File: config.mk
export PLATFORM = sky130hd
export DESIGN_NAME = acr_converter_ctrl
export DESIGN_NICKNAME = d
export VERILOG_FILES = /design/src/rtl/acr_pkg.sv /design/src/rtl/acr_prescaler.sv /design/src/rtl/acr_converter_ctrl.sv
export SDC_FILE = /design/constraint.sdc
export NUM_CORES = 1
export LEC_CHECK = 0
export BUFFER_PORTS_ARGS = -buffer_cell sky130_fd_sc_hd__buf_2
export CAP_MARGIN = 20
export CORE_MARGIN = 2
export CORE_UTILIZATION = 40
export DETAILED_ROUTE_END_ITERATION = 8
export HOLD_SLACK_MARGIN = 0.08
export MAX_ROUTING_LAYER = met4
export PLACE_DENSITY = 0.68
export SKIP_LAST_GASP = 1
export SYNTH_ARGS = -nofsm -noshare
export SYNTH_HDL_FRONTEND = slang
export SYNTH_SLANG_ARGS = --single-unit
File: constraint.sdc
create_clock -name pclk -period 2.3 [get_ports pclk]
set_clock_uncertainty 0.2 [all_clocks]
set_input_delay 0.115 -clock pclk [delete_from_list [all_inputs] [get_ports pclk]]
set_output_delay 0.115 -clock pclk [all_outputs]
set_load 0.01 [all_outputs]
File: src/rtl/acr_pkg.sv
// Shared constants, register layouts and types of the converter control.
// Assumes a 32-bit APB slave in front and an analog core that converts
// on a start pulse and presents a ten-bit result.
package acr_pkg;

    // ****************************************************************
    // Register map
    // ****************************************************************
    localparam int ACR_ADDR_W = 12;
    localparam logic [7:0] ACR_IDX_RES_LOW = 8'h78;
    localparam logic [7:0] ACR_IDX_RES_HIGH = 8'h79;
    localparam logic [7:0] ACR_IDX_CTRL = 8'h7a;
    localparam logic [7:0] ACR_IDX_TRIG = 8'h7b;
    localparam logic [7:0] ACR_IDX_INSEL = 8'h7c;
    localparam logic [7:0] ACR_CTRL_RESET = 8'h00;
    localparam logic [7:0] ACR_INSEL_RESET = 8'h00;
    localparam logic [2:0] ACR_TRIG_RESET = 3'h0;
    localparam logic [2:0] ACR_TRIG_FREE_RUN = 3'h0;

    // Byte address of a register is four times its index
    function automatic logic [ACR_ADDR_W-1:0] acr_addr_of
    (
        input logic [7:0] idx
    );
        acr_addr_of = {2'b00, idx, 2'b00};
    endfunction : acr_addr_of

    // ****************************************************************
    // Register layouts
    // ****************************************************************
    typedef struct packed {
        logic converter_on;
        logic conversion_go;
        logic auto_trigger_on;
        logic conversion_done_flag;
        logic done_irq_enable;
        logic [2:0] conv_clock_divider;
    } acr_ctrl_type;

    typedef struct packed {
        logic [1:0] reference_select;
        logic left_align_result;
        logic [4:0] channel_gain_select;
    } acr_insel_type;

    // ****************************************************************
    // Converter core interface
    // ****************************************************************
    localparam logic [1:0] ACR_REF_EXTERNAL = 2'h0;
    localparam logic [1:0] ACR_REF_SUPPLY = 2'h1;
    localparam logic [1:0] ACR_REF_INT_1V1 = 2'h2;
    localparam logic [1:0] ACR_REF_INT_2V56 = 2'h3;
    localparam logic [1:0] ACR_GAIN_1X = 2'h0;
    localparam logic [1:0] ACR_GAIN_10X = 2'h1;
    localparam logic [1:0] ACR_GAIN_200X = 2'h2;
    localparam logic [3:0] ACR_POS_BANDGAP = 4'h8;
    localparam logic [3:0] ACR_POS_GROUND = 4'h9;
    localparam logic [4:0] ACR_CHAN_BANDGAP = 5'h1e;
    localparam logic [4:0] ACR_CHAN_GROUND = 5'h1f;
    localparam logic [2:0] ACR_NEG_IN0 = 3'h0;
    localparam logic [2:0] ACR_NEG_IN1 = 3'h1;
    localparam logic [2:0] ACR_NEG_IN2 = 3'h2;

    typedef struct packed {
        logic differential;
        logic [3:0] pos_sel;
        logic [2:0] neg_sel;
        logic [1:0] gain;
    } acr_route_type;

    typedef struct packed {
        logic converter_on;
        logic start;
        logic init;
        logic [1:0] reference_select;
        acr_route_type route;
    } acr_core_type;

    localparam logic [4:0] ACR_NORMAL_CYCLES = 5'h0d;
    localparam logic [4:0] ACR_INIT_CYCLES = 5'h19;

    typedef enum logic [1:0] {
        ACR_IDLE = 2'b01,
        ACR_CONV = 2'b10
    } acr_state_type;

    // Terminal count of the conversion clock divider (divide = count + 1)
    function automatic logic [6:0] acr_div_limit
    (
        input logic [2:0] code
    );
        case (code)
            3'h0, 3'h1: acr_div_limit = 7'h01;
            3'h2: acr_div_limit = 7'h03;
            3'h3: acr_div_limit = 7'h07;
            3'h4: acr_div_limit = 7'h0f;
            3'h5: acr_div_limit = 7'h1f;
            3'h6: acr_div_limit = 7'h3f;
            default: acr_div_limit = 7'h7f;
        endcase
    endfunction : acr_div_limit

    // Multiplexer and gain decode of the five-bit channel code
    function automatic acr_route_type acr_decode_channel
    (
        input logic [4:0] chan
    );
        acr_route_type r;
        r = '0;
        if (chan == ACR_CHAN_BANDGAP)
        begin
            r.pos_sel = ACR_POS_BANDGAP;
        end
        else if (chan == ACR_CHAN_GROUND)
        begin
            r.pos_sel = ACR_POS_GROUND;
        end
        else if (chan[4:3] == 2'b00)
        begin
            r.pos_sel = {1'b0, chan[2:0]};
        end
        else if (chan[4:3] == 2'b01)
        begin
            r.differential = 1'b1;
            r.pos_sel = {2'b00, chan[2], chan[0]};
            r.neg_sel = chan[2] ? ACR_NEG_IN2 : ACR_NEG_IN0;
            r.gain = chan[1] ? ACR_GAIN_200X : ACR_GAIN_10X;
        end
        else
        begin
            r.differential = 1'b1;
            r.pos_sel = {1'b0, chan[2:0]};
            r.neg_sel = chan[3] ? ACR_NEG_IN2 : ACR_NEG_IN1;
            r.gain = ACR_GAIN_1X;
        end
        acr_decode_channel = r;
    endfunction : acr_decode_channel

endpackage : acr_pkg

File: src/rtl/acr_prescaler.sv
// Conversion clock divider: one-cycle tick at the selected rate.
// Assumes run and limit come from logic on pclk.
`timescale 1ns/10ps
module acr_prescaler
#(
    parameter int CW = 7
)
(
    input wire logic pclk,
    input wire logic presetn,
    input wire logic run,
    input wire logic [CW-1:0] limit,
    output logic tick
);

    logic [CW-1:0] count;
    wire logic at_limit = (count >= limit);

    // Held at zero while the converter is off so the first tick is a full
    // period after switching on
    always_ff @(posedge pclk or negedge presetn)
    begin
        if (!presetn)
        begin
            count <= '0;
            tick <= 1'b0;
        end
        else
        begin
            count <= (!run || at_limit) ? '0 : count + 1'b1;
            tick <= run && at_limit;
        end
    end

endmodule : acr_prescaler

File: src/rtl/acr_converter_ctrl.sv
// Control and status registers of the ten-bit converter, with sequencing.
// Assumes an APB master on pclk, trigger sources and the interrupt
// acknowledge synchronous to pclk, and a core result valid at conversion
// end.
//
// Chosen here: the APB interface to the registers.
`timescale 1ns/10ps

// Summary of operation
// - Reference field picks external, supply, 1.1V, 2.56V
// - Reference change waits for conversion end
// - Alignment bit reshapes data register immediately
// - Single-ended inputs 0-7, bandgap, ground codes
// - Differential pairs at 1x, 10x and 200x gain
// - Channel change waits for conversion end
// - Enable on; disable stops and aborts conversion
// - Go starts single, or first free-running conversion
// - First conversion after enable takes 25 cycles
// - Go reads busy; writing zero does nothing
// - Auto trigger on rising edge of source
// - Done flag set at conversion end, even when the lock holds the result
// - Interrupt when flag, enable, global enable set
// - Flag cleared by vector or written one
// - Prescaler divides by 2 up to 128
// - Low byte read freezes result until high read
// - Free-running code retriggers; switching to it doesn't
// - Differential results two's complement, single unsigned
module acr_converter_ctrl
(
    input wire logic pclk,
    input wire logic presetn,
    input wire logic psel,
    input wire logic penable,
    input wire logic pwrite,
    input wire logic [acr_pkg::ACR_ADDR_W-1:0] paddr,
    input wire logic [31:0] pwdata,
    output logic [31:0] prdata,
    output logic pready,
    output logic pslverr,
    input wire logic [7:1] trigger_sources,
    input wire logic global_irq_enable,
    input wire logic irq_vector_ack,
    input wire logic [9:0] core_result,
    output acr_pkg::acr_core_type core_ctrl,
    output logic conv_irq
);

    // ****************************************************************
    // Registers and state
    // ****************************************************************
    acr_pkg::acr_ctrl_type ctrl;
    acr_pkg::acr_insel_type insel;
    acr_pkg::acr_state_type state;
    logic [2:0] trigger_source_select;
    logic [9:0] result;
    logic result_lock;
    logic init_pending;
    logic conv_long;
    logic [4:0] tick_count;
    logic trig_prev;
    logic conv_tick;

    // ****************************************************************
    // APB decode
    // ****************************************************************
    wire logic setup = psel && !penable;
    wire logic access = psel && penable && pready;
    wire logic hit_low = (paddr == acr_pkg::acr_addr_of(
        acr_pkg::ACR_IDX_RES_LOW));
    wire logic hit_high = (paddr == acr_pkg::acr_addr_of(
        acr_pkg::ACR_IDX_RES_HIGH));
    wire logic hit_ctrl = (paddr == acr_pkg::acr_addr_of(
        acr_pkg::ACR_IDX_CTRL));
    wire logic hit_trig = (paddr == acr_pkg::acr_addr_of(
        acr_pkg::ACR_IDX_TRIG));
    wire logic hit_insel = (paddr == acr_pkg::acr_addr_of(
        acr_pkg::ACR_IDX_INSEL));
    wire logic mapped = hit_low || hit_high || hit_ctrl || hit_trig
        || hit_insel;
    wire logic wr_en = access && pwrite && mapped;
    wire logic ctrl_wr = wr_en && hit_ctrl;
    wire logic insel_wr = wr_en && hit_insel;
    wire logic trig_wr = wr_en && hit_trig;
    wire acr_pkg::acr_ctrl_type wctrl = acr_pkg::acr_ctrl_type'(pwdata[7:0]);
    // Result-byte reads act in the setup cycle, the same edge that
    // samples their data, so the pair stays coherent with no gap
    wire logic rd_low = setup && !pwrite && hit_low;
    wire logic rd_high = setup && !pwrite && hit_high;

    // ****************************************************************
    // Conversion sequencing
    // ****************************************************************
    wire logic busy = (state == acr_pkg::ACR_CONV);
    wire logic on_eff = ctrl_wr ? wctrl.converter_on : ctrl.converter_on;
    wire logic [4:0] conv_len = conv_long ? acr_pkg::ACR_INIT_CYCLES
        : acr_pkg::ACR_NORMAL_CYCLES;
    wire logic conv_end = busy && on_eff && conv_tick
        && (tick_count == conv_len - 5'h01);
    wire logic go_req = ctrl_wr && wctrl.conversion_go;
    wire logic free_run = (trigger_source_select
        == acr_pkg::ACR_TRIG_FREE_RUN);
    // Code 000 selects a constant low, so moving to it never makes an edge
    wire logic trig_now = free_run ? 1'b0
        : trigger_sources[trigger_source_select];
    wire logic trig_edge = ctrl.auto_trigger_on && trig_now
        && !trig_prev;
    wire logic free_retrig = conv_end && ctrl.auto_trigger_on
        && free_run;
    wire logic start = on_eff && (!busy || conv_end)
        && (go_req || trig_edge || free_retrig);
    wire logic flag_clear = (ctrl_wr && wctrl.conversion_done_flag)
        || irq_vector_ack;
    wire logic route_update = !busy || conv_end;

    acr_pkg::acr_state_type next_state;
    assign next_state = !on_eff ? acr_pkg::ACR_IDLE
        : start ? acr_pkg::ACR_CONV
        : conv_end ? acr_pkg::ACR_IDLE
        : state;

    acr_prescaler #(
        .CW(7)
    ) u_prescaler (
        .pclk(pclk),
        .presetn(presetn),
        .run(ctrl.converter_on),
        .limit(acr_pkg::acr_div_limit(ctrl.conv_clock_divider)),
        .tick(conv_tick)
    );

    always_ff @(posedge pclk or negedge presetn)
    begin
        if (!presetn)
        begin
            state <= acr_pkg::ACR_IDLE;
            tick_count <= '0;
            conv_long <= 1'b0;
            init_pending <= 1'b1;
            trig_prev <= 1'b0;
        end
        else
        begin
            state <= next_state;
            trig_prev <= trig_now;
            if (start)
            begin
                tick_count <= '0;
                conv_long <= init_pending;
            end
            else if (busy && conv_tick)
            begin
                tick_count <= tick_count + 5'h01;
            end
            // While off the next conversion must re-initialise the core
            if (!on_eff)
            begin
                init_pending <= 1'b1;
            end
            else if (start)
            begin
                init_pending <= 1'b0;
            end
        end
    end

    // ****************************************************************
    // Software registers
    // ****************************************************************
    always_ff @(posedge pclk or negedge presetn)
    begin
        if (!presetn)
        begin
            ctrl <= acr_pkg::acr_ctrl_type'(acr_pkg::ACR_CTRL_RESET);
            insel <= acr_pkg::acr_insel_type'(acr_pkg::ACR_INSEL_RESET);
            trigger_source_select <= acr_pkg::ACR_TRIG_RESET;
        end
        else
        begin
            if (ctrl_wr)
            begin
                ctrl.converter_on <= wctrl.converter_on;
                ctrl.auto_trigger_on <= wctrl.auto_trigger_on;
                ctrl.done_irq_enable <= wctrl.done_irq_enable;
                ctrl.conv_clock_divider <= wctrl.conv_clock_divider;
            end
            // A new completion beats a clear in the same cycle
            ctrl.conversion_done_flag <= conv_end
                || (ctrl.conversion_done_flag && !flag_clear);
            if (insel_wr)
            begin
                insel <= acr_pkg::acr_insel_type'(pwdata[7:0]);
            end
            if (trig_wr)
            begin
                trigger_source_select <= pwdata[2:0];
            end
        end
    end

    // ****************************************************************
    // Result capture and byte-pair lock
    // ****************************************************************
    // A conversion ending while locked keeps the old result; the flag
    // still rises, so software sees the later result as lost
    wire logic result_block = result_lock || rd_low;

    always_ff @(posedge pclk or negedge presetn)
    begin
        if (!presetn)
        begin
            result <= '0;
            result_lock <= 1'b0;
        end
        else
        begin
            if (conv_end && !result_block)
            begin
                result <= core_result;
            end
            if (rd_high)
            begin
                result_lock <= 1'b0;
            end
            else if (rd_low)
            begin
                result_lock <= 1'b1;
            end
        end
    end

    // ****************************************************************
    // Core drive and interrupt
    // ****************************************************************
    always_ff @(posedge pclk or negedge presetn)
    begin
        if (!presetn)
        begin
            core_ctrl <= '0;
            conv_irq <= 1'b0;
        end
        else
        begin
            core_ctrl.converter_on <= on_eff;
            core_ctrl.start <= start;
            core_ctrl.init <= start ? init_pending : core_ctrl.init;
            if (route_update)
            begin
                core_ctrl.reference_select <= insel.reference_select;
                core_ctrl.route <= acr_pkg::acr_decode_channel(
                    insel.channel_gain_select);
            end
            conv_irq <= ctrl.conversion_done_flag && ctrl.done_irq_enable
                && global_irq_enable && !flag_clear;
        end
    end

    // ****************************************************************
    // Read path
    // ****************************************************************
    // Alignment is applied at read time so it follows the bit at once
    wire logic [7:0] low_byte = insel.left_align_result
        ? {result[1:0], 6'h00} : result[7:0];
    wire logic [7:0] high_byte = insel.left_align_result
        ? result[9:2] : {6'h00, result[9:8]};
    wire logic [7:0] ctrl_read = {ctrl.converter_on, busy,
        ctrl.auto_trigger_on, ctrl.conversion_done_flag,
        ctrl.done_irq_enable, ctrl.conv_clock_divider};
    wire logic [7:0] read_byte = hit_low ? low_byte
        : hit_high ? high_byte
        : hit_ctrl ? ctrl_read
        : hit_trig ? {5'h00, trigger_source_select}
        : hit_insel ? insel
        : 8'h00;

    always_ff @(posedge pclk or negedge presetn)
    begin
        if (!presetn)
        begin
            prdata <= '0;
            pready <= 1'b0;
            pslverr <= 1'b0;
        end
        else
        begin
            pready <= setup;
            pslverr <= setup && !mapped;
            prdata <= (setup && !pwrite) ? {24'h00_0000, read_byte}
                : prdata;
        end
    end

endmodule : acr_converter_ctrl

Yosys cells after proc, flatten, opt, wreduce, memory -nomap -nowiden
Cells that the tools add are included.
{ "word_totals": {"reg_bits": 71, "output_inout_bits": 50, "memories": 0, "latchBits": 0, "in_bits": 68, "romBits": 0, "mem_bits_rw": 0} }
{ "op_classes": {"div": 0, "mul": 0, "n_shift": 0, "bitwise": 0, "order_cmp": 2, "reduce_logical": 55, "eq_ne": 18, "add_sub_neg": 3, "mux": 36} }
{ "op_table": {"columns": ["cell", "n"], "rows": [
  ["$mux W8", 8],
  ["$eq A12 B9 Y1 const B", 5],
  ["$pmux W7 S6", 1],
  ["$logic_and A1 B1 Y1", 30],
  ["$mux W5", 6],
  ["$mux W2", 6],
  ["$mux W4", 3],
  ["$logic_or A1 B1 Y1", 11],
  ["$eq A5 B5 Y1 const B", 2],
  ["$mux W1", 10],
  ["$eq A3 B3 Y1 const B", 3],
  ["$logic_not A1 Y1", 8],
  ["$add A7 B1 Y7 const B", 1],
  ["$ge A7 B7 Y1", 1],
  ["$mux W7", 1],
  ["$eq A3 B2 Y1 const B", 2],
  ["$logic_not A3 Y1", 2],
  ["$add A5 B1 Y5 const B", 1],
  ["$eq A5 B5 Y1", 1],
  ["$sub A5 B1 Y5 const B", 1],
  ["$lt A3 B4 Y1 const B", 1],
  ["$reduce_bool A2 Y1", 2],
  ["$bmux W1 S3", 1],
  ["$eq A3 B1 Y1 const B", 1],
  ["other kinds (6)", 6]
]} }

Longest topological paths before layout
Gate-level depths: netlist of the first run.
{ "logic_depth": {"word_depth": 17, "mapped_depth": 8, "ltp_nobuf": 8} }

Hierarchy
From an unflattened synthesis of the first run, not the netlist that was laid out.
{ "hier_totals": {"hier_cells": 367, "hier_area_um2": 3937.5} }
{ "modules_own_cells": {"columns": ["module", "cells_per_inst", "area_per_inst_um2", "instances"], "rows": [
  ["acr_converter_ctrl", 313, 3413.3, 1],
  ["acr_prescaler", 54, 524.3, 1]
]} }

Worst setup path after synthesis of the first run
No wires, ideal clock.
{ "synth_path": {"kind": "register -> register", "from": "reg trigger_source_select[0]", "to": "reg core_ctrl[12] (netlist bit)", "path_slack_ns": -0.236, "path_buffers": 1, "stages_incl_launch_ff": 8, "setup_time_ns": 0.127, "period_less_slack_ns": 2.536, "arrival_ns": 2.208, "cell_sequence": "dfrtp_1 -> buf_4 -> mux2i_1 -> mux4_2 -> nor3b_1 -> a311oi_1 -> a2111oi_4 -> mux2_1"} }
{ "synth_between": {"elab_chain_cells": 8, "word_cells_on_any_way": 10, "classes_between": "mux (3); reduce/logical (7)"} }
{ "synth_rtl": {"columns": ["item", "line", "rtl"], "rows": [
  ["from (decl)", "acr_converter_ctrl.sv:54", "logic [2:0] trigger_source_select;"],
  ["from (signal assigned)", "acr_converter_ctrl.sv:175", "trigger_source_select <= acr_pkg::ACR_TRIG_RESET;"],
  ["from (signal assigned)", "acr_converter_ctrl.sv:195", "trigger_source_select <= pwdata[2:0];"],
  ["$bmux W1 S3", "acr_converter_ctrl.sv:104", ": trigger_sources[trigger_source_select];"],
  ["$mux W1 (implied by the code)", "acr_converter_ctrl.sv:104", null],
  ["$mux W1", "acr_converter_ctrl.sv:103", "wire logic trig_now = free_run ? 1'b0"],
  ["$logic_and A1 B1 Y1", "acr_converter_ctrl.sv:105", "wire logic trig_edge = ctrl.auto_trigger_on && trig_now"],
  ["$logic_and A1 B1 Y1", "acr_converter_ctrl.sv:106", "&& !trig_prev;"],
  ["$logic_or A1 B1 Y1", "acr_converter_ctrl.sv:110", "&& (go_req || trig_edge || free_retrig);"],
  ["$logic_or A1 B1 Y1 (*)", "acr_converter_ctrl.sv:110", null],
  ["$logic_and A1 B1 Y1 (*)", "acr_converter_ctrl.sv:110", null],
  ["named net start", "acr_converter_ctrl.sv:109", "wire logic start = on_eff && (!busy || conv_end)"],
  ["to (decl)", "acr_converter_ctrl.sv:44", "output acr_pkg::acr_core_type core_ctrl,"]
]} }
The timed path passes the listed nets; every way through them passes the cells marked *. The select of a mux whose other input is x is not followed.
A chain may end at the register's enable or synchronous reset.

Worst setup path after layout of the first run
Ends and elaborated chain as after synthesis.

==> flow_summary.json, run 1 <==
{
  "outcome": "finished, violations left",
  "violations": "negative setup slack",
  "min_from": "paddr[3]",
  "rsz0062_at_grt": "yes",
  "finalHoldViolations": 0,
  "routed_wl_microns": 9690,
  "final_common_cell": "buf_2",
  "vias": 3214,
  "synth-adder-area-share_pct": 2.97,
  "worst_ep_required_time_ns": 2.33,
  "critPathSlowestCell": "mux4_2",
  "crit_path_start_kind": "flip-flop",
  "path_clk_slew_ns": 0.08,
  "cts_buffer_depth": 2,
  "endpoint_kind": "flip-flop",
  "synthToLayoutAreaGrowth_pct": 33.3,
  "final-setup-viol-count": 7,
  "dp_slack_ns": -0.165,
  "portBuffers": 68,
  "synth_simple_gate_area_share_pct": 17.1,
  "clkLatencyLatePin_ns": 0.35,
  "hold_class": "primary input to flip-flop",
  "slew_headroom_pct": 60.1,
  "path_class": "flip-flop to flip-flop",
  "arrival_ns": 2.41,
  "drv_slew": 0,
  "synth_edf_count": 0,
  "drt_iter0_drc": 166,
  "synth_area_sq_um": 3790,
  "maxCapViolations": 0,
  "cts_buffers": 9,
  "cts_tree": "built",
  "start_util_pct": 41.1,
  "synth_ff_type": "dfrtp_1",
  "p_sw_uw": 782,
  "antenna_found_initial": 0,
  "wl_per_cell_microns": 15.1,
  "grt_pass1_vias": 3275,
  "synth_cell_types": 58,
  "num_antenna_cells": 0,
  "clock-sinks": 70,
  "core_sq_um": 9240,
  "p_leak_nw": 2.45,
  "cts_root_buffer": "clkbuf_8",
  "place_area_sq_um": 4470,
  "drc_errors": 0,
  "synthCells": 372,
  "layout-drive-gt1-share_pct": 33.9,
  "path_cells": "mux2i_1, mux4_2, nor3b_4, a311oi_2, a2111oi_4, mux2_1",
  "fp.dieW_microns": 101,
  "ios": 118,
  "fin_nets": 583,
  "fin_crit_sh_pct": 103,
  "r2r-start": "trigger_source_select[0]",
  "grt_pass1_wl_microns": 15900,
  "power_mw": 2.87,
  "dp_hpwl_microns": 7220,
  "clkPwrFrac_pct": 36.1,
  "fp-row-count": 35,
  "postRouteAntennaNets": 0,
  "pwr_density_cell_nw_per_um2": 567,
  "dr.pass1.iters": 4,
  "h-tree-depth": 3,
  "syn_area_per_cell_sq_um": 10.2,
  "ys_ff_latch": 70,
  "async_flop_share_pct": 100,
  "design_area_sq_um": 5060,
  "synth-seq-area-share_pct": 46.2,
  "layout_common_cells": "buf_2 (68), dfrtp_1 (67), buf_4 (37)",
  "dieArea_sq_um": 10300,
  "setup_slack_ns": -0.0763,
  "grt_max_degree": 59,
  "cp_max_fo": 5,
  "synth_compound_area_share_pct": 13.9,
  "final_cells": 640,
  "grt-ovfl-total": 0,
  "synth-xor-area-share_pct": 2.08,
  "max_clock_freq_ghz": 0.421,
  "p_comb_share_pct": 15.7,
  "die_y_microns": 101,
  "p_int_mw": 2.09,
  "muxShareOfSynthArea_pct": 9.92,
  "gp_congestion": 0.848,
  "grt_usage_pct": 20.7,
  "swShare_pct": 27.3,
  "ys_warn_count": 0,
  "path_buf_inv": 0,
  "dpl.cell_count": 591,
  "startpoint": "trigger_source_select[0]",
  "critical-path-top-delay-family": "multiplexers",
  "seqPwrFrac_pct": 48.2,
  "vias_per_cell": 5.02,
  "synth_top_family_by_area": "simple AND/OR/NAND/NOR gates",
  "ir_drop_uv": 318,
  "max_stage_delay_ns": 0.51,
  "max_slew.worst_pin.slew_ns": 0.597,
  "fin_crit_ns": 2.38
}
-- per-layer routing --
metal / wire [microns] / up-vias / GRT usage, %
met2: 4920 / 93 / 34.0
met5: 0 / - / -
met1: 4150 / 1536 / 24.9
met3: 321 / 24 / 3.38
met4: 293 / 0 / 9.88
li1: - / 1561 / -
-- synth_stat cells (2+ instances only) --
| library cell | number | area share, % |
|---|---|---|
| dfrtp_1 | 68 | 45 |
| o22ai_1 | 5 | 0.82 |
| nor4_1 | 2 | 0.33 |
| inv_1 | 11 | 1.1 |
| a21o_1 | 6 | 1.2 |
| and2_1 | 3 | 0.49 |
| clkbuf_1 | 10 | 0.99 |
| xnor2_1 | 4 | 0.92 |
| and4_1 | 3 | 0.69 |
| and3_1 | 4 | 0.66 |
| o21ai_0 | 17 | 2.2 |
| a32oi_1 | 4 | 0.92 |
| xor2_1 | 5 | 1.2 |
| nand2_1 | 37 | 3.7 |
| a222oi_1 | 3 | 0.79 |
| a22o_1 | 4 | 0.92 |
| nor3_1 | 3 | 0.40 |
| nand3_1 | 10 | 1.3 |
| mux2i_1 | 5 | 1.3 |
| a21oi_2 | 2 | 0.46 |
| nand2b_1 | 8 | 1.3 |
| nor2b_1 | 6 | 0.99 |
| mux2_2 | 26 | 7.7 |
| nand4_1 | 6 | 0.99 |
| a221oi_1 | 2 | 0.46 |
| buf_4 | 28 | 5.5 |
| nor2_1 | 31 | 3.1 |
| a21oi_1 | 16 | 2.1 |
| a31oi_1 | 5 | 0.82 |
| dfstp_2 | 2 | 1.4 |
| ha_1 | 9 | 3.0 |
-- worst paths after layout --
check	to	slack (ns)	cells past startpoint
worst max-delay path	core_ctrl[12]	-0.08	6
worst min-delay path	prdata[2]	0.10	4
worst max register to register	core_ctrl[12]	-0.08	6
worst min register to register	u_prescaler.count[0]	0.30	1
max in group asynchronous	trigger_source_select[0]	0.79	3
min in group asynchronous	trig_prev	0.11	3
-- power groups by stage --
stage,clock network (mW),logic (mW),registers [mW]
2_1_floorplan,0,0.284,1.39
3_3_place_gp,0,0.390,1.40
3_5_place_dp,0,0.410,1.41
4_1_cts,1.06,0.450,1.38
5_1_grt,1.10,0.501,1.39
6_report,1.04,0.450,1.38
-- sequential cells by signal, indices dropped and copies added, names as in the netlist, 2 cells and up --
signal,flops
ctrl,6
state,2
prdata,8
trigger_source_select,3
insel,8
result,10
core_ctrl,14
u_prescaler.count,7
tick_count,5
-- timing repair --
| action | in CTS | in global routing |
|---|---|---|
| resized for setup | 3 | 11 |
| setup endpoints to repair | 8 | 25 |
| setup buffers | 1 | 2 |
| hold buffers | 30 | 0 |
| hold endpoints to repair | 105 | 0 |
| pin swaps | 3 | 6 |
-- kinds of logic after synthesis --
kind of cell / after synthesis
simple gates: 124
compound gates: 76
flops: 70
buf+inv: 50
mux: 33
fa+ha+maj: 9
xor+xnor: 9
other cells: 1
-- cell type report --
type                    instances  area [sq um]
fillers                       825          4180
multi-input cells             276          1920
flip-flops and latches         70          1760
repair buffers                138           973
well taps                     129           161
clock buffers                  11           151
clock inverters                 5          57.6
inverters                      11          41.3
-- worst register-to-register path: stages (launching register included) --
cell       delay, ns
dfrtp_2         0.45
mux2i_1         0.13
mux4_2          0.51
nor3b_4         0.26
a311oi_2        0.09
a2111oi_4       0.26
mux2_1          0.35
-- per-stage QoR --
stage	util, %	hold WS, ns	TNS (ns)
after floorplan	-	-0.381	-1.09
after global routing	54.8	0.119	-1.12
after global placement	48.4	-0.168	-0.882
after detailed placement	48.4	-0.163	-1.94
after CTS	54.2	0.0887	-0.108
final	54.8	0.101	-0.369
Note: power is estimated with default switching activity, not from simulation.
==> run 2, diff against run 1 <==
CORE_MARGIN = default   (was 2)
SETUP_SLACK_MARGIN = 0.02   (was default)
==> flow_summary.json, run 2 (synthesis gave the netlist of run 1 again) <==
{
  "worstReg2RegEnd": "core_ctrl[12]",
  "pwr_density_cell_nw_per_um2": 586,
  "antenna_found_initial": 0,
  "die_y_microns": 99.4,
  "dp_slack_ns": -0.137,
  "routed_wl_microns": 9480,
  "dpl.cell_count": 573,
  "swShare_pct": 27.8,
  "max_stage_delay_ns": 0.52,
  "fin_nets": 587,
  "seqPwrFrac_pct": 46.4,
  "cp_max_fo": 5,
  "grt_pass1_vias": 3188,
  "p_int_mw": 2.15,
  "fillCellCount": 799,
  "grt_pass1_wl_microns": 15300,
  "portBuffers": 68,
  "rsz0062_at_grt": "yes",
  "gp_congestion": 0.858,
  "violations": "negative setup slack",
  "fp.dieW_microns": 99.4,
  "ir_drop_uv": 364,
  "top_regs": "core_ctrl x14, result x10",
  "drc_errors": 0,
  "crit_path_start_kind": "flip-flop",
  "drv_slew": 0,
  "fp-row-count": 35,
  "max_clock_freq_ghz": 0.424,
  "path_clk_slew_ns": 0.08,
  "final_util_pct": 55.4,
  "regMostFlops": "core_ctrl",
  "final-setup-viol-count": 3,
  "arrival_ns": 2.40,
  "p_sw_uw": 828,
  "outcome": "finished, violations left",
  "p_comb_share_pct": 14.9,
  "fin_tns_setup_ns": -0.0637,
  "clock-sinks": 70,
  "largest_register_ffs": 14,
  "layout-drive-gt1-share_pct": 34.4,
  "clkLatencyLatePin_ns": 0.35,
  "synthToLayoutAreaGrowth_pct": 34.2,
  "worst_ep_required_time_ns": 2.34,
  "postRouteAntennaNets": 0,
  "cts_buffer_depth": 2,
  "fin_crit_sh_pct": 102,
  "hold_class": "primary input to asynchronous set/reset pin",
  "dp_hpwl_microns": 6950,
  "multi_input_area_sq_um": 1920,
  "start_util_pct": 41.3,
  "grt_max_degree": 71,
  "vias": 3255,
  "slew_headroom_pct": 61.9,
  "cts_tree": "built",
  "vias_per_cell": 5.20,
  "setup_slack_ns": -0.0566,
  "endpoint_kind": "flip-flop",
  "final_common_cell": "buf_2",
  "final_cells": 626,
  "max_slew.worst_pin.slew_ns": 0.569,
  "drt_iter0_drc": 146,
  "critPathSlowestCell": "mux4_2",
  "dieArea_sq_um": 9880,
  "layout_common_cells": "buf_2 (68), dfrtp_1 (67), buf_4 (42)",
  "maxCapViolations": 0,
  "rr_worst_depth": 6,
  "grt_usage_pct": 20.7,
  "r2r-start": "trigger_source_select[0]",
  "p_leak_nw": 2.49,
  "grt-ovfl-total": 0,
  "path_class": "flip-flop to flip-flop",
  "finalHoldViolations": 0,
  "dr.pass1.iters": 6,
  "path_cells": "mux2i_1, mux4_2, nor3b_4, a311oi_2, a2111oi_4, mux2_4",
  "num_antenna_cells": 0,
  "cts_root_buffer": "clkbuf_8",
  "register_area_sq_um": 1760,
  "fin_crit_ns": 2.36,
  "cts_buffers": 9,
  "h-tree-depth": 3,
  "ios": 118,
  "wl_per_cell_microns": 15.1,
  "rrSetupSlack_ns": -0.06,
  "core_sq_um": 9200,
  "clkPwrFrac_pct": 38.7
}
-- run 2: cell count changes in the layout (fill, tap and decap cells not counted), moves of 3 or more --
cell and delta:
buf_4 +5, inv_6 +4, clkinvlp_4 -3, mux2_4 +3, nor2_1 +3
-- run 2: through the flow --
stage / power, mW / hold slack [ns] / area, sq um
2_1_floorplan: 1.68 / -0.381 / 3920
3_3_place_gp: 1.79 / -0.0318 / 4450
3_5_place_dp: 1.81 / -0.0294 / 4450
4_1_cts: 2.99 / 0.0959 / 4990
5_1_grt: 3.12 / 0.121 / 5090
6_report: 2.98 / 0.102 / 5090
-- run 2: critical path, delay by kind of cell (launching register included) --
family	cells	cell delay, ns
compound gates	2	0.35
flops	1	0.45
mux	3	0.99
simple gates	1	0.26
-- run 2: power groups by stage --
| stage | Combinational (mW) | Sequential [mW] | Clock, mW |
|---|---|---|---|
| 2_1_floorplan | 0.284 | 1.39 | 0 |
| 3_3_place_gp | 0.389 | 1.40 | 0 |
| 3_5_place_dp | 0.410 | 1.40 | 0 |
| 4_1_cts | 0.442 | 1.38 | 1.17 |
| 5_1_grt | 0.503 | 1.39 | 1.23 |
| 6_report | 0.445 | 1.38 | 1.15 |
-- run 2: cell type report --
type,instances,share of cell area [%]
Clock buffer,9,2.43
Clock inverter,7,2.04
Inverter,11,0.811
Multi-Input combinational cell,276,37.7
Sequential cell,70,34.5
Tap cell,111,2.73
Timing Repair Buffer,142,19.9
-- run 2: worst max-delay path by stage --
stage / end / cells past startpoint / startpoint / slack (ns)
final: core_ctrl[12] / 6 / trigger_source_select[0] / -0.06
after floorplan: core_ctrl[12] / 7 / trigger_source_select[0] / -0.14
after global routing: core_ctrl[12] / 6 / trigger_source_select[0] / -0.15
after detailed placement: core_ctrl[12] / 6 / trigger_source_select[0] / -0.14
after global placement: result[5] / 8 / paddr[9] / -0.09
after CTS: core_ctrl[12] / 6 / trigger_source_select[0] / -0.05
-- run 2: repair_timing --
action | 4_1_cts | 5_1_grt
pin swaps | 3 | 5
hold endpoints to repair | 107 | 0
setup endpoints to repair | 11 | 25
setup buffers | 0 | 7
gates resized for setup | 4 | 8
cloned | 0 | 1
hold buffers | 29 | 0
-- run 2: metal layers --
| metal | up-vias | global-route usage, % | routed length, microns | share of wire, % |
|---|---|---|---|---|
| met5 | - | - | 0 | 0 |
| met3 | 14 | 4.22 | 434 | 4.6 |
| li1 | 1558 | - | - | - |
| met1 | 1580 | 23.9 | 3980 | 42 |
| met4 | 0 | 6.90 | 134 | 1.4 |
| met2 | 103 | 36.0 | 4940 | 52 |
==> run 3, diff against run 2 <==
PLACE_DENSITY = 0.66   (was 0.68)
SLEW_MARGIN = 5   (was default)
clock period = 2.6 ns   (was 2.3 ns; I/O delays follow)
==> flow_summary.json, run 3 (synthesis gave the netlist of run 1 again) <==
{
  "drc_errors": 0,
  "wl_met1_microns": 3870,
  "maxCapViolations": 0,
  "drt_iter0_drc": 150,
  "top_regs": "core_ctrl x14, result x10",
  "regMostFlops": "core_ctrl",
  "wl_per_cell_microns": 15.0,
  "slew_headroom_pct": 52.2,
  "routed_wl_microns": 9030,
  "critical-path-top-delay-family": "buffers and inverters",
  "largest_register_ffs": 14,
  "fin_crit_sh_pct": 94.6,
  "worst_ep_required_time_ns": 2.66,
  "worstReg2RegEnd": "ctrl[4]",
  "max_slew.worst_pin.slew_ns": 0.717,
  "clkLatencyLatePin_ns": 0.35,
  "dieArea_sq_um": 9880,
  "h-tree-depth": 3,
  "max_stage_delay_ns": 0.57,
  "worst_hold_path.num_cells": 4,
  "rr_worst_depth": 7,
  "cts_tree": "built",
  "ir_drop_uv": 296,
  "crit_path_start_kind": "flip-flop",
  "cts_buffer_depth": 2,
  "postCtsSetupBuffers": 0,
  "fillCellCount": 831,
  "outcome": "complete, no violations",
  "fin_crit_ns": 2.46,
  "finalHoldViolations": 0,
  "gp_congestion": 0.858,
  "cts_buffers": 9,
  "start_util_pct": 41.3,
  "fp-row-count": 35,
  "rsz0062_at_grt": "no",
  "die_y_microns": 99.4,
  "dp_hpwl_microns": 6620,
  "hold_class": "primary input to flip-flop",
  "critPathSlowestCell": "dlygate4sd3_1",
  "core_sq_um": 9200,
  "grt-ovfl-total": 0,
  "fin_nets": 562,
  "ios": 118,
  "p_leak_nw": 2.29,
  "vias_per_cell": 5.20,
  "vias": 3126,
  "postRouteAntennaNets": 0,
  "num_antenna_cells": 0,
  "grt_usage_pct": 20.5,
  "pwr_density_cell_nw_per_um2": 506,
  "path_clk_slew_ns": 0.07,
  "dpl.cell_count": 555,
  "final-setup-viol-count": 0,
  "holdPathEnd": "trig_prev",
  "antenna_found_initial": 0,
  "grt_max_degree": 42,
  "grt_pass1_wl_microns": 15000,
  "fp.dieW_microns": 99.4,
  "dr.pass1.iters": 4,
  "layout_common_cells": "dfrtp_1 (67), buf_2 (67), nand2_1 (37)",
  "final_cells": 601,
  "path_buf_inv": 2,
  "drv_slew": 0,
  "grt_pass1_vias": 3079,
  "portBuffers": 68,
  "clock-sinks": 70,
  "fin_tns_setup_ns": 0,
  "synthToLayoutAreaGrowth_pct": 25.0,
  "path_class": "flip-flop to flip-flop",
  "path_cells": "or3b_2, a21oi_2, buf_4, and2_1, a32oi_1, dlygate4sd3_1, o21ai_0",
  "wl_met2_microns": 4580,
  "cts_root_buffer": "clkbuf_8",
  "rrSetupSlack_ns": 0.14,
  "arrival_ns": 2.52,
  "layout-drive-gt1-share_pct": 28.8,
  "dr.max_layer_used": "met4",
  "min_from": "trigger_sources[2]",
  "endpoint_kind": "flip-flop",
  "r2r-start": "tick_count[2]",
  "wl_met3_microns": 355,
  "max_clock_freq_ghz": 0.407,
  "cp_max_fo": 5
}
## run 3: how the worst max path moves through the flow
stage / start / to / slack, ns / cells past startpoint
floorplan: trigger_source_select[0] / core_ctrl[12] / 0.06 / 7
finish: tick_count[2] / ctrl[4] / 0.14 / 7
global route: tick_count[2] / ctrl[4] / 0.02 / 7
detailed placement: trigger_source_select[0] / core_ctrl[12] / 0.03 / 7
CTS: trigger_source_select[0] / core_ctrl[12] / 0.04 / 7
global placement: trigger_source_select[0] / core_ctrl[12] / 0.08 / 7
## run 3: routing by layer
layer  GRT usage, %  vias to the layer above
li1               -                     1510
met1           24.7                     1515
met2           33.7                       84
met3           3.79                       17
met4           9.16                        0
met5              -                        -
## run 3: cell type report
class / instances / area, sq um / share of cell area [%]
clock inverters: 1 / 5.00 / 0.105
well taps: 111 / 139 / 2.93
repair buffers: 117 / 798 / 16.8
clock buffers: 15 / 166 / 3.51
multi-input cells: 276 / 1840 / 38.8
inverters: 11 / 41.3 / 0.870
flip-flops and latches: 70 / 1760 / 37.0
## run 3: where the power goes
group / total [mW] / leakage [nW] / internal (mW) / switching [mW]
Clock: 0.794 / 0.0877 / 0.399 / 0.395
Combinational: 0.382 / 1.33 / 0.185 / 0.197
Sequential: 1.22 / 0.869 / 1.16 / 0.0630
## run 3: repair_timing
action,4_1_cts,5_1_grt
hold buffers,30,0
endpoints found under the hold margin,69,0
setup endpoints to repair,1,15
pin swaps,0,1
gates resized for setup,1,2
## run 3: metrics by stage
stage	utilization [%]	power (mW)	hold WS (ns)	worst slack (ns)	cell area (sq um)
5_1_grt	51.6	2.53	0.127	0.0244	4740
2_1_floorplan	-	1.48	-0.366	0.0641	3880
3_5_place_dp	46.4	1.60	0.0201	0.0317	4270
3_3_place_gp	46.4	1.58	0.0243	0.0783	4270
4_1_cts	51.5	2.41	0.115	0.0357	4740
6_report	51.6	2.40	0.119	0.141	4740
## run 3: worst min-delay path, cell delays in order
cell and delay, ns:
buf_2 0.09, mux2i_1 0.10, mux4_2 0.26, inv_1 0.04
